$ cat config.mk
export PLATFORM = sky130hd
export DESIGN_NAME = sarc_top
export DESIGN_NICKNAME = d
export VERILOG_FILES = /design/src/rtl/sarc_pkg.sv /design/src/rtl/sarc_buf.sv /design/src/rtl/sarc_sar.sv /design/src/rtl/sarc_top.sv
export SDC_FILE = /design/constraint.sdc
export NUM_CORES = 1
export LEC_CHECK = 0
export BUFFER_PORTS_ARGS = -buffer_cell sky130_fd_sc_hd__buf_2
export CORE_MARGIN = 2
export CORE_UTILIZATION = 26
export DETAILED_ROUTE_END_ITERATION = 10
export GPL_ROUTABILITY_DRIVEN = 0
export SLEW_MARGIN = 20
export SYNTH_ARGS = -nofsm -noshare
export SYNTH_HDL_FRONTEND = slang
export SYNTH_SLANG_ARGS = --single-unit
$ cat constraint.sdc
create_clock -name clk -period 2.32 [get_ports clk]
set_input_delay 0.58 -clock clk [delete_from_list [all_inputs] [get_ports clk]]
set_output_delay 0.58 -clock clk [all_outputs]
set_load 0.02 [all_outputs]
$ cat src/rtl/sarc_pkg.sv
// Shared constants and types of the converter control block
package sarc_pkg;

  // ****************************************************************
  // Word layout
  // ****************************************************************
  localparam int SARC_W = 16;
  localparam int SARC_BYTE = 8;
  localparam int SARC_MSB = SARC_W - 1;

  // ****************************************************************
  // Timing
  // ****************************************************************
  localparam int SARC_CLK_PERIOD_NS = 25;
  // Typical conversion time, taken as the upper bound (floor)
  localparam int SARC_CONV_TIME_NS = 2300;
  localparam int SARC_CONV_CYC = SARC_CONV_TIME_NS / SARC_CLK_PERIOD_NS;
  // Cycles outside bit decisions: clear, handoff, latch, release
  localparam int SARC_OVERHEAD_CYC = 4;
  localparam int SARC_BIT_CYC_I =
    (SARC_CONV_CYC - SARC_OVERHEAD_CYC) / SARC_W;
  localparam int SARC_STEP_W = 4;
  localparam logic [SARC_STEP_W-1:0] SARC_BIT_CYC =
    SARC_BIT_CYC_I[SARC_STEP_W-1:0];
  localparam logic [SARC_STEP_W-1:0] SARC_STEP_ZERO = 4'h0;
  localparam logic [SARC_STEP_W-1:0] SARC_STEP_ONE = 4'h1;

  // Host-side limits, watched and reported only
  localparam int SARC_PULSE_MIN_NS = 40;
  localparam int SARC_RELEASE_MAX_NS = 1000;
  localparam int SARC_ACQ_MIN_NS = 1500;
  localparam int SARC_PULSE_MIN_CYC =
    (SARC_PULSE_MIN_NS + SARC_CLK_PERIOD_NS - 1) / SARC_CLK_PERIOD_NS;
  localparam int SARC_RELEASE_MAX_CYC =
    SARC_RELEASE_MAX_NS / SARC_CLK_PERIOD_NS;
  localparam int SARC_ACQ_MIN_CYC =
    (SARC_ACQ_MIN_NS + SARC_CLK_PERIOD_NS - 1) / SARC_CLK_PERIOD_NS;
  localparam int SARC_TMR_W = 8;
  localparam logic [SARC_TMR_W-1:0] SARC_TMR_ZERO = 8'h00;
  localparam logic [SARC_TMR_W-1:0] SARC_TMR_ONE = 8'h01;
  localparam logic [SARC_TMR_W-1:0] SARC_TMR_MAX = 8'hff;

  // ****************************************************************
  // Reset value and sign-flip mask
  // ****************************************************************
  localparam logic [SARC_W-1:0] SARC_WORD_ZERO = 16'h0000;
  localparam logic [SARC_W-1:0] SARC_SIGN_FLIP = 16'h8000;

  // ****************************************************************
  // Types
  // ****************************************************************
  typedef logic [SARC_W-1:0] sarc_word_t;

  typedef struct packed {
    logic cs_n;
    logic rc_n;
    logic byte_sel;
  } sarc_host_t;

  typedef struct packed {
    logic pulse_short;
    logic release_late;
    logic acq_short;
  } sarc_warn_t;

endpackage : sarc_pkg

$ cat src/rtl/sarc_buf.sv
// Two-entry valid/ready buffer between SAR engine and output latch
`timescale 1ns/1ps
module sarc_buf (
  input wire logic clk,
  input wire logic rst_n,
  input wire logic ce,
  input wire logic in_valid,
  output logic in_ready,
  input wire sarc_pkg::sarc_word_t in_data,
  output logic out_valid,
  input wire logic out_ready,
  output sarc_pkg::sarc_word_t out_data
);
  import sarc_pkg::*;

  sarc_word_t mem [2];
  logic wr_idx;
  logic rd_idx;
  logic [1:0] count;
  logic push;
  logic pop;

  assign in_ready = (count != 2'h2);
  assign out_valid = (count != 2'h0);
  assign out_data = mem[rd_idx];
  assign push = in_valid && in_ready;
  assign pop = out_valid && out_ready;

  always_ff @(posedge clk or negedge rst_n) begin
    if (!rst_n) begin
      mem[0] <= SARC_WORD_ZERO;
      mem[1] <= SARC_WORD_ZERO;
    end else if (ce && push) begin
      mem[wr_idx] <= in_data;
    end
  end

  always_ff @(posedge clk or negedge rst_n) begin
    if (!rst_n) begin
      wr_idx <= 1'b0;
      rd_idx <= 1'b0;
      count <= 2'h0;
    end else if (ce) begin
      if (push) begin
        wr_idx <= ~wr_idx;
      end
      if (pop) begin
        rd_idx <= ~rd_idx;
      end
      if (push && !pop) begin
        count <= count + 2'h1;
      end else if (pop && !push) begin
        count <= count - 2'h1;
      end
    end
  end

endmodule : sarc_buf

$ cat src/rtl/sarc_sar.sv
// Successive-approximation engine: bit stepping and result handoff
`timescale 1ns/1ps
module sarc_sar (
  input wire logic clk,
  input wire logic rst_n,
  input wire logic ce,
  input wire logic start,
  input wire logic cmp_keep,
  output sarc_pkg::sarc_word_t trial,
  output logic hold,
  output logic res_valid,
  input wire logic res_ready,
  output sarc_pkg::sarc_word_t result
);
  import sarc_pkg::*;

  typedef enum logic [1:0] {
    SARC_S_IDLE,
    SARC_S_BIT,
    SARC_S_HAND
  } sarc_sar_st_t;

  sarc_sar_st_t state;
  logic [SARC_STEP_W-1:0] step;
  logic [SARC_STEP_W-1:0] bit_idx;

  assign hold = (state != SARC_S_IDLE);
  assign res_valid = (state == SARC_S_HAND);
  // Offset-binary code flipped at the sign bit gives two's complement
  // two's complement out
  assign result = trial ^ SARC_SIGN_FLIP;

  always_ff @(posedge clk or negedge rst_n) begin
    if (!rst_n) begin
      state <= SARC_S_IDLE;
      step <= SARC_STEP_ZERO;
      bit_idx <= SARC_STEP_ZERO;
      trial <= SARC_WORD_ZERO;
    end else if (ce) begin
      case (state)
        SARC_S_IDLE: begin
          if (start) begin
            trial <= SARC_WORD_ZERO;
            trial[SARC_MSB] <= 1'b1;
            bit_idx <= SARC_MSB[SARC_STEP_W-1:0];
            step <= SARC_BIT_CYC;
            state <= SARC_S_BIT;
          end
        end
        SARC_S_BIT: begin
          if (step != SARC_STEP_ONE) begin
            step <= step - SARC_STEP_ONE;
          end else begin
            trial[bit_idx] <= cmp_keep;
            step <= SARC_BIT_CYC;
            if (bit_idx == SARC_STEP_ZERO) begin
              state <= SARC_S_HAND;
            end else begin
              trial[bit_idx - SARC_STEP_ONE] <= 1'b1;
              bit_idx <= bit_idx - SARC_STEP_ONE;
            end
          end
        end
        SARC_S_HAND: begin
          // Stalls here while the buffer is full
          if (res_ready) begin
            state <= SARC_S_IDLE;
          end
        end
        default: begin
          state <= SARC_S_IDLE;
        end
      endcase
    end
  end

endmodule : sarc_sar

$ cat src/rtl/sarc_top.sv
// Conversion control, output latch and parallel bus of the converter
`timescale 1ns/1ps

module sarc_top (
  input wire logic clk,
  input wire logic rst_n,
  input wire logic ce,
  input wire sarc_pkg::sarc_host_t host,
  input wire logic cmp_keep,
  output sarc_pkg::sarc_word_t data_out,
  output logic data_oe_n,
  output logic busy_n,
  output logic sample_hold,
  output sarc_pkg::sarc_word_t dac_code,
  output sarc_pkg::sarc_warn_t warn
);
  import sarc_pkg::*;

  // ****************************************************************
  // Declarations
  // ****************************************************************
  typedef enum logic [1:0] {
    SARC_T_IDLE,
    SARC_T_CONV,
    SARC_T_LATCH,
    SARC_T_SHOW
  } sarc_top_st_t;

  sarc_top_st_t state;
  logic sel_or;
  logic sel_or_prev;
  logic start_req;
  logic conv_start;
  logic read_en;
  sarc_word_t out_latch;
  sarc_word_t trial;
  logic hold;
  logic res_valid;
  logic res_ready;
  sarc_word_t result;
  logic buf_valid;
  logic buf_ready;
  sarc_word_t buf_data;
  logic latch_load;
  logic [SARC_TMR_W-1:0] pulse_tmr;
  logic [SARC_TMR_W-1:0] conv_tmr;
  logic [SARC_TMR_W-1:0] acq_tmr;
  logic acq_running;

  // ****************************************************************
  // Host strobe decode
  // ****************************************************************
  // OR of both selects
  assign sel_or = host.cs_n | host.rc_n;
  assign start_req = sel_or_prev && !sel_or;
  assign conv_start = start_req && (state == SARC_T_IDLE);
  assign read_en = !host.cs_n && host.rc_n;

  always_ff @(posedge clk or negedge rst_n) begin
    if (!rst_n) begin
      sel_or_prev <= 1'b1;
    end else if (ce) begin
      sel_or_prev <= sel_or;
    end
  end

  // ****************************************************************
  // Conversion engine and result buffer
  // ****************************************************************
  // bit timing from fixed counts
  sarc_sar u_sarc_sar (
    .clk(clk),
    .rst_n(rst_n),
    .ce(ce),
    .start(conv_start),
    .cmp_keep(cmp_keep),
    .trial(trial),
    .hold(hold),
    .res_valid(res_valid),
    .res_ready(res_ready),
    .result(result)
  );

  sarc_buf u_sarc_buf (
    .clk(clk),
    .rst_n(rst_n),
    .ce(ce),
    .in_valid(res_valid),
    .in_ready(res_ready),
    .in_data(result),
    .out_valid(buf_valid),
    .out_ready(buf_ready),
    .out_data(buf_data)
  );

  // Latch only changes while the bus is released, so a read in
  // progress never sees a torn word; the buffer absorbs the wait
  assign buf_ready = !read_en;
  assign latch_load = buf_valid && buf_ready;

  // ****************************************************************
  // Output latch
  // ****************************************************************
  always_ff @(posedge clk or negedge rst_n) begin
    if (!rst_n) begin
      out_latch <= SARC_WORD_ZERO;
    end else if (ce && latch_load) begin
      out_latch <= buf_data;
    end
  end

  // ****************************************************************
  // Conversion sequencing
  // ****************************************************************
  always_ff @(posedge clk or negedge rst_n) begin
    if (!rst_n) begin
      state <= SARC_T_IDLE;
    end else if (ce) begin
      case (state)
        SARC_T_IDLE: begin
          if (conv_start) begin
            state <= SARC_T_CONV;
          end
        end
        SARC_T_CONV: begin
          if (res_valid && res_ready) begin
            state <= SARC_T_LATCH;
          end
        end
        SARC_T_LATCH: begin
          if (latch_load) begin
            state <= SARC_T_SHOW;
          end
        end
        SARC_T_SHOW: begin
          state <= SARC_T_IDLE;
        end
        default: begin
          state <= SARC_T_IDLE;
        end
      endcase
    end
  end

  // ****************************************************************
  // Busy flag
  // ****************************************************************
  // Rises one edge after the latch loads, together with data_out
  always_ff @(posedge clk or negedge rst_n) begin
    if (!rst_n) begin
      busy_n <= 1'b1;
    end else if (ce) begin
      if (conv_start) begin
        busy_n <= 1'b0;
      end else if (state == SARC_T_SHOW) begin
        busy_n <= 1'b1;
      end
    end
  end

  // ****************************************************************
  // Data bus drive
  // ****************************************************************
  always_ff @(posedge clk or negedge rst_n) begin
    if (!rst_n) begin
      data_oe_n <= 1'b1;
    end else if (ce) begin
      data_oe_n <= !read_en;
    end
  end

  always_ff @(posedge clk or negedge rst_n) begin
    if (!rst_n) begin
      data_out <= SARC_WORD_ZERO;
    end else if (ce) begin
      if (host.byte_sel) begin
        data_out <= {out_latch[SARC_BYTE-1:0],
                     out_latch[SARC_MSB:SARC_BYTE]};
      end else begin
        data_out <= out_latch;
      end
    end
  end

  // ****************************************************************
  // Analog front-end controls
  // ****************************************************************
  always_ff @(posedge clk or negedge rst_n) begin
    if (!rst_n) begin
      sample_hold <= 1'b0;
      dac_code <= SARC_WORD_ZERO;
    end else if (ce) begin
      // Hold from start until the word has left the engine
      sample_hold <= hold || conv_start;
      dac_code <= trial;
    end
  end

  // ****************************************************************
  // Host timing watch
  // ****************************************************************
  // These flag host misuse; the converter keeps going regardless,
  // since the damage is to accuracy, not to the sequence.
  always_ff @(posedge clk or negedge rst_n) begin
    if (!rst_n) begin
      pulse_tmr <= SARC_TMR_ZERO;
    end else if (ce) begin
      if (start_req) begin
        pulse_tmr <= SARC_TMR_ONE;
      end else if (!sel_or && pulse_tmr != SARC_TMR_MAX) begin
        pulse_tmr <= pulse_tmr + SARC_TMR_ONE;
      end else if (sel_or) begin
        pulse_tmr <= SARC_TMR_ZERO;
      end
    end
  end

  always_ff @(posedge clk or negedge rst_n) begin
    if (!rst_n) begin
      conv_tmr <= SARC_TMR_ZERO;
    end else if (ce) begin
      if (conv_start) begin
        conv_tmr <= SARC_TMR_ONE;
      end else if (conv_tmr != SARC_TMR_ZERO && !host.rc_n) begin
        if (conv_tmr != SARC_TMR_MAX) begin
          conv_tmr <= conv_tmr + SARC_TMR_ONE;
        end
      end else begin
        conv_tmr <= SARC_TMR_ZERO;
      end
    end
  end

  always_ff @(posedge clk or negedge rst_n) begin
    if (!rst_n) begin
      acq_tmr <= SARC_TMR_ZERO;
      acq_running <= 1'b0;
    end else if (ce) begin
      if (state == SARC_T_SHOW) begin
        acq_tmr <= SARC_TMR_ZERO;
        acq_running <= 1'b1;
      end else if (conv_start) begin
        acq_running <= 1'b0;
      end else if (acq_running && acq_tmr != SARC_TMR_MAX) begin
        acq_tmr <= acq_tmr + SARC_TMR_ONE;
      end
    end
  end

  always_ff @(posedge clk or negedge rst_n) begin
    if (!rst_n) begin
      warn <= '0;
    end else if (ce) begin
      if (conv_start) begin
        warn <= '0;
        warn.acq_short <= acq_running &&
          (acq_tmr < SARC_ACQ_MIN_CYC[SARC_TMR_W-1:0]);
      end
      if (pulse_tmr != SARC_TMR_ZERO && sel_or &&
          pulse_tmr < SARC_PULSE_MIN_CYC[SARC_TMR_W-1:0]) begin
        warn.pulse_short <= 1'b1;
      end
      if (conv_tmr > SARC_RELEASE_MAX_CYC[SARC_TMR_W-1:0]) begin
        warn.release_late <= 1'b1;
      end
    end
  end

  // a start on the edge where busy rises is dropped: state is then still SARC_T_SHOW

endmodule : sarc_top

# Word-level counts from Yosys, hierarchy flattened
# Index checks and enable logic that the tools add are counted.
# totals
regBits,144
output_inout_bits,38
wordCells,171
input_bits,7
# op_classes
n_lt_le_gt_ge,10
add_sub_neg,7
bitwise_logic,7
muxes,49
eq_ne,20
reduce_logical,54
# ops
cell,count
$mux W16,8
$mux W8,9
$bwmux W32,1
$pmux W16 S2,1
$add A8 B1 Y8 const B,3
$ne A8 B8 Y1 const B,3
$mux W4,5
$logic_and A1 B1 Y1,18
$reduce_and A2 Y1,9
$bwmux W16,1
$demux W16 S1,1
$mux W2,8
$or A16 B16 Y16,1
$pmux W4 S2,2
$reduce_bool A2 Y1,8
$reduce_bool A8 Y1,2
$ne A2 B2 Y1 const B,7
$lt A4 B5 Y1 const B,2
$reduce_and A5 Y1,2
$demux W1 S4,2
$ge A4 B1 Y1 const B,2
$gt A8 B6 Y1 const B,1
$lt A8 B2 Y1 const B,1
$lt A8 B6 Y1 const B,1
24 further kinds,49

# Longest topological paths before layout
# depth
depth_word,9
depth_mapped,8
ltp_nobuf,6

# Cells and area by module
# From an unflattened synthesis, not the netlist that was laid out.
# hier_totals
hier_cells,686
hier_area_um2,7475.9
# modules_own_cells
module,instances,area_each_um2,seq_area_each_um2,cells_per_inst
sarc_top,1,3860.0,2055.7,352
sarc_sar,1,1950.6,650.6,229
sarc_buf,1,1665.3,900.9,105

# Worst setup path before layout
# OpenSTA, ideal clock, no wires.
# synth_timing
kind,register to register
startpoint,register state[0]
endpoint,register u_sarc_sar.trial[8]
n_path_buf,1
stages_incl_launch_ff,8
synth_period_minus_slack_ns,1.887
setup_slack_ns,0.433
setup_ns,0.121
arrival_time_ns,1.766
path_cell_list,dfrtp_1 inv_1 ha_1 nand4bb_4 or3_1 buf_2 mux2_2 a22o_1
# synth_via
elab_chain_cells,4
# synth_rtl
element,line_no,rtl
from (decl),sarc_top.sv:29,sarc_top_st_t state;
from (signal assigned),sarc_top.sv:117,state <= SARC_T_IDLE;
from (signal assigned),sarc_top.sv:122,state <= SARC_T_CONV;
from (signal assigned),sarc_top.sv:127,state <= SARC_T_LATCH;
$logic_not A2 Y1,sarc_top.sv:56,assign conv_start = start_req && (state == SARC_T_IDLE);
$logic_and A1 B1 Y1,sarc_top.sv:56,
$ne A2 B2 Y1 (no source line),-,
$reduce_and A4 Y1 (no source line),-,
"to (signal, indexed assignment)",sarc_sar.sv:54,trial[bit_idx] <= cmp_keep;
to (decl),sarc_sar.sv:9,"output sarc_pkg::sarc_word_t trial,"
# Every way passes these cells.
# A chain may end at the register's enable or synchronous reset.

# Worst setup path after layout
# layout_timing
startpoint,register u_sarc_sar.step[1]
endpoint,register u_sarc_sar.trial[0]
# layout_via
elab_chain_cells,3
# layout_rtl
element,line_no,rtl
from (decl),sarc_sar.sv:24,logic [SARC_STEP_W-1:0] step;
from (signal assigned),sarc_sar.sv:52,step <= step - SARC_STEP_ONE;
$ne A4 B1 Y1,sarc_sar.sv:51,if (step != SARC_STEP_ONE) begin
$ne A2 B2 Y1 (no source line),-,
$reduce_and A4 Y1 (no source line),-,
# Every way passes these cells.

==> flow_summary.ini <==
[detailed_routing]
detail-route-antenna-nets = 0
vias = 5408
drc_errors = 0
postRouteWirelength_mm = 16.5
avgRoutedWirePerCell_um = 14.5
via_per_inst = 4.77
drtIter0Drc = 316
first_pass_iters = 5

[critical_path]
crit_arrival_ns = 2.40
cpPeakStageDelay_ns = 0.44
reg2reg_to = u_sarc_sar.trial[0]
critPathRequiredTime_ns = 2.67
worst-setup-path-type = reg -> reg
endpoint_kind = flip-flop
crit_fanout = 9
rr_startpoint = u_sarc_sar.step[1]
ff2ff_path_depth = 7
slowest_stage = a221oi_1
reg2reg_slack_ns = 0.26
cp-start-kind = flip-flop
crit_chain = inv_1, ha_1, nor3b_1, buf_4, nand3_1, a221oi_1, a2bb2oi_1

[sta]
max_freq_mhz = 486
drv_slew = 0
relSlewSlack = 0.548
rsz0062_at_grt = no
finClkSkew_ns = 0.0112
post-route-period-util = 0.887
finalCriticalPeriod_ns = 2.06
finalSetupTns_ns = 0
setup_violations = 0
worst_pin_slew_ns = 0.677
final-hold-violation-count = 0
fin_hold_ws_ns = 0.0797

[hold_path]
hp-class = in -> async

[floorplan]
initial_core_util = 0.262
core_sq_mm = 0.0276
dieArea_sq_mm = 0.0292
die_height_um = 171
ios = 45
die_w_um = 171
num_rows = 61

[logic_synthesis]
async_reset_ff_frac = 1.00
synth_xor_area_frac = 0.00968
synthFlopType = dfrtp_1
synthSimpleGateAreaFrac = 0.151
synthMuxAreaShare = 0.123
synthAdderAreaFrac = 0.0294
synthesis.area_sq_mm = 0.00724
synth_edf_count = 0
synth_top_family_by_area = compound AO/OA/AOI/OAI gates
synth.avg_cell_area_sq_um = 10.4
ys_seq_elements = 144
synth-compound-area-share = 0.154
synth_nets = 720
synth_cell_types = 67
synth_seq_area_share = 0.498
yosysWarnings = 0
syn_inst = 696

[pwr]
p_leak_nw = 3.91
power_density_mw_per_mm2 = 697
clockPowerShare = 0.471
irDropWorstVdd_mv = 0.447
switching_power_mw = 1.52
p_int_mw = 4.47
p_total_mw = 6.00
swShare = 0.254
seqPwrFrac = 0.438
power_frac_comb = 0.092

[clocking]
cts-buffers-inserted = 17
holdBufCountCts = 0
cts_max_level = 4
cts-root-buf = clkbuf_16
clkSlewWorstSetupHoldPaths_ns = 0.07
clk_latency_ns = 0.43
cts_resized = 0
clock_sinks = 144
cts_tree = yes
clockBufferDepth = 2
post_cts_buffers = 0

[layout]
drive_above_1_share = 0.213
final_area_sq_mm = 0.00861
n_antenna_cell = 0
final_common_cell = dfrtp_1
final_cell_mix = dfrtp_1, nand2_1, nor2_1
syn_to_final_growth_pct = 18.9
final_util = 0.311
nets = 766

[placed_design]
io_buffer_count = 44
hpwl_mm = 11.4
placedInstanceArea_sq_mm = 0.00799

[global_route]
grt_pass1_vias = 5211
grt.total_usage = 0.117
grt_max_degree = 57
grt-ovfl-total = 0
grt_antenna_before_repair = 1
grt_pass1_wl_mm = 27.4

[flow_run]
drv_cap = 0

[outcome]
outcome = complete, no violations
[power groups by stage]
| stage | Combinational, mW | Sequential, mW | Clock [mW] |
|---|---|---|---|
| after floorplan | 0.356 | 2.69 | 0 |
| after global placement | 0.547 | 2.67 | 0 |
| after detailed placement | 0.557 | 2.67 | 0 |
| after CTS | 0.559 | 2.62 | 2.90 |
| after global routing | 0.609 | 2.63 | 3.01 |
| final | 0.549 | 2.62 | 2.82 |
[synth_stat cells, types with 3 or more instances]
library cell  instances  share of area
dfrtp_1             141           0.49
nand2_1              59          0.031
nor2_1               50          0.026
o21ai_0              49          0.034
mux2_2               46          0.072
a21oi_1              45          0.031
mux2i_1              37          0.051
clkbuf_1             26          0.013
inv_1                23          0.012
ha_1                 17          0.029
nand3_1              16          0.011
nor3_1               13         0.0090
a32oi_1              12          0.015
nand2b_1             11         0.0095
nor2b_1              11         0.0095
buf_2                 8         0.0055
and2_1                7         0.0060
o211ai_1              7         0.0073
a31oi_1               5         0.0043
nand4_1               5         0.0043
o221a_2               5         0.0078
o22ai_1               5         0.0043
xor2_1                5         0.0060
a21o_1                4         0.0041
a2bb2oi_1             4         0.0048
and4_1                4         0.0048
buf_1                 4         0.0021
o311ai_0              4         0.0048
a211oi_1              3         0.0031
a221oi_1              3         0.0036
and3_1                3         0.0026
dfstp_2               3          0.011
nor4b_1               3         0.0036
o31ai_1               3         0.0031
o41ai_1               3         0.0036
or2_2                 3         0.0026
or3_1                 3         0.0026
or4_1                 3         0.0031
xnor2_1               3         0.0036
[state kept, by name (all words and copies together), names as in the netlist, 3 cells and up]
name / flops
pulse_tmr: 8
u_sarc_sar.step: 4
u_sarc_sar.bit_idx: 4
acq_tmr: 8
warn: 3
u_sarc_sar.trial: 16
u_sarc_buf.mem: 32
data_out: 16
dac_code: 16
conv_tmr: 8
out_latch: 16
[critical path: cells and delay by family (launching register included)]
family,cells,cell delay [ns]
AO/OA/AOI/OAI,2,0.62
adder cells (fa/ha/maj),1,0.17
buffers and inverters,2,0.25
flip-flops,1,0.39
AND/OR/NAND/NOR,2,0.54
[through the flow]
stage | cells | setup slack [ns]
4_1_cts | 1133 | 0.267
6_report | 1133 | 0.263
3_3_place_gp | 1101 | 0.283
2_1_floorplan | 696 | 0.433
3_5_place_dp | 1101 | 0.206
5_1_grt | 1133 | 0.0860
[worst max-delay path by stage]
| stage | from | to | slack [ns] | cells past startpoint |
|---|---|---|---|---|
| 2_1_floorplan | state[0] | u_sarc_sar.trial[8] | 0.43 | 7 |
| 3_3_place_gp | ce | out_latch[10] | 0.28 | 6 |
| 3_5_place_dp | ce | out_latch[4] | 0.21 | 6 |
| 4_1_cts | u_sarc_sar.step[1] | u_sarc_sar.trial[0] | 0.27 | 7 |
| 5_1_grt | u_sarc_sar.step[1] | u_sarc_sar.trial[0] | 0.09 | 7 |
| 6_report | u_sarc_sar.step[1] | u_sarc_sar.trial[0] | 0.26 | 7 |
[routing by layer]
layer  up-vias  global-route usage  wire (um)
li1       2628                   -          -
met1      2650               0.160       7880
met2       113               0.183       7550
met3        17              0.0266        808
met4         0              0.0368        218
met5         -                   0          0
[area by class of cell]
type	instances	area, sq um
inverters	25	93.8
multi-input cells	488	3380
clock buffers	20	467
clock inverters	12	146
well taps	378	473
fillers	2889	19000
flip-flops and latches	144	3610
repair buffers	66	442
[kinds of logic after synthesis]
group | count (synthesis)
AND/OR/NAND/NOR | 209
AO/OA/AOI/OAI | 171
flip-flops | 144
multiplexers | 83
buffers and inverters | 64
adder cells (fa/ha/maj) | 17
XOR/XNOR | 8
Note: power is estimated with default switching activity, not from simulation.
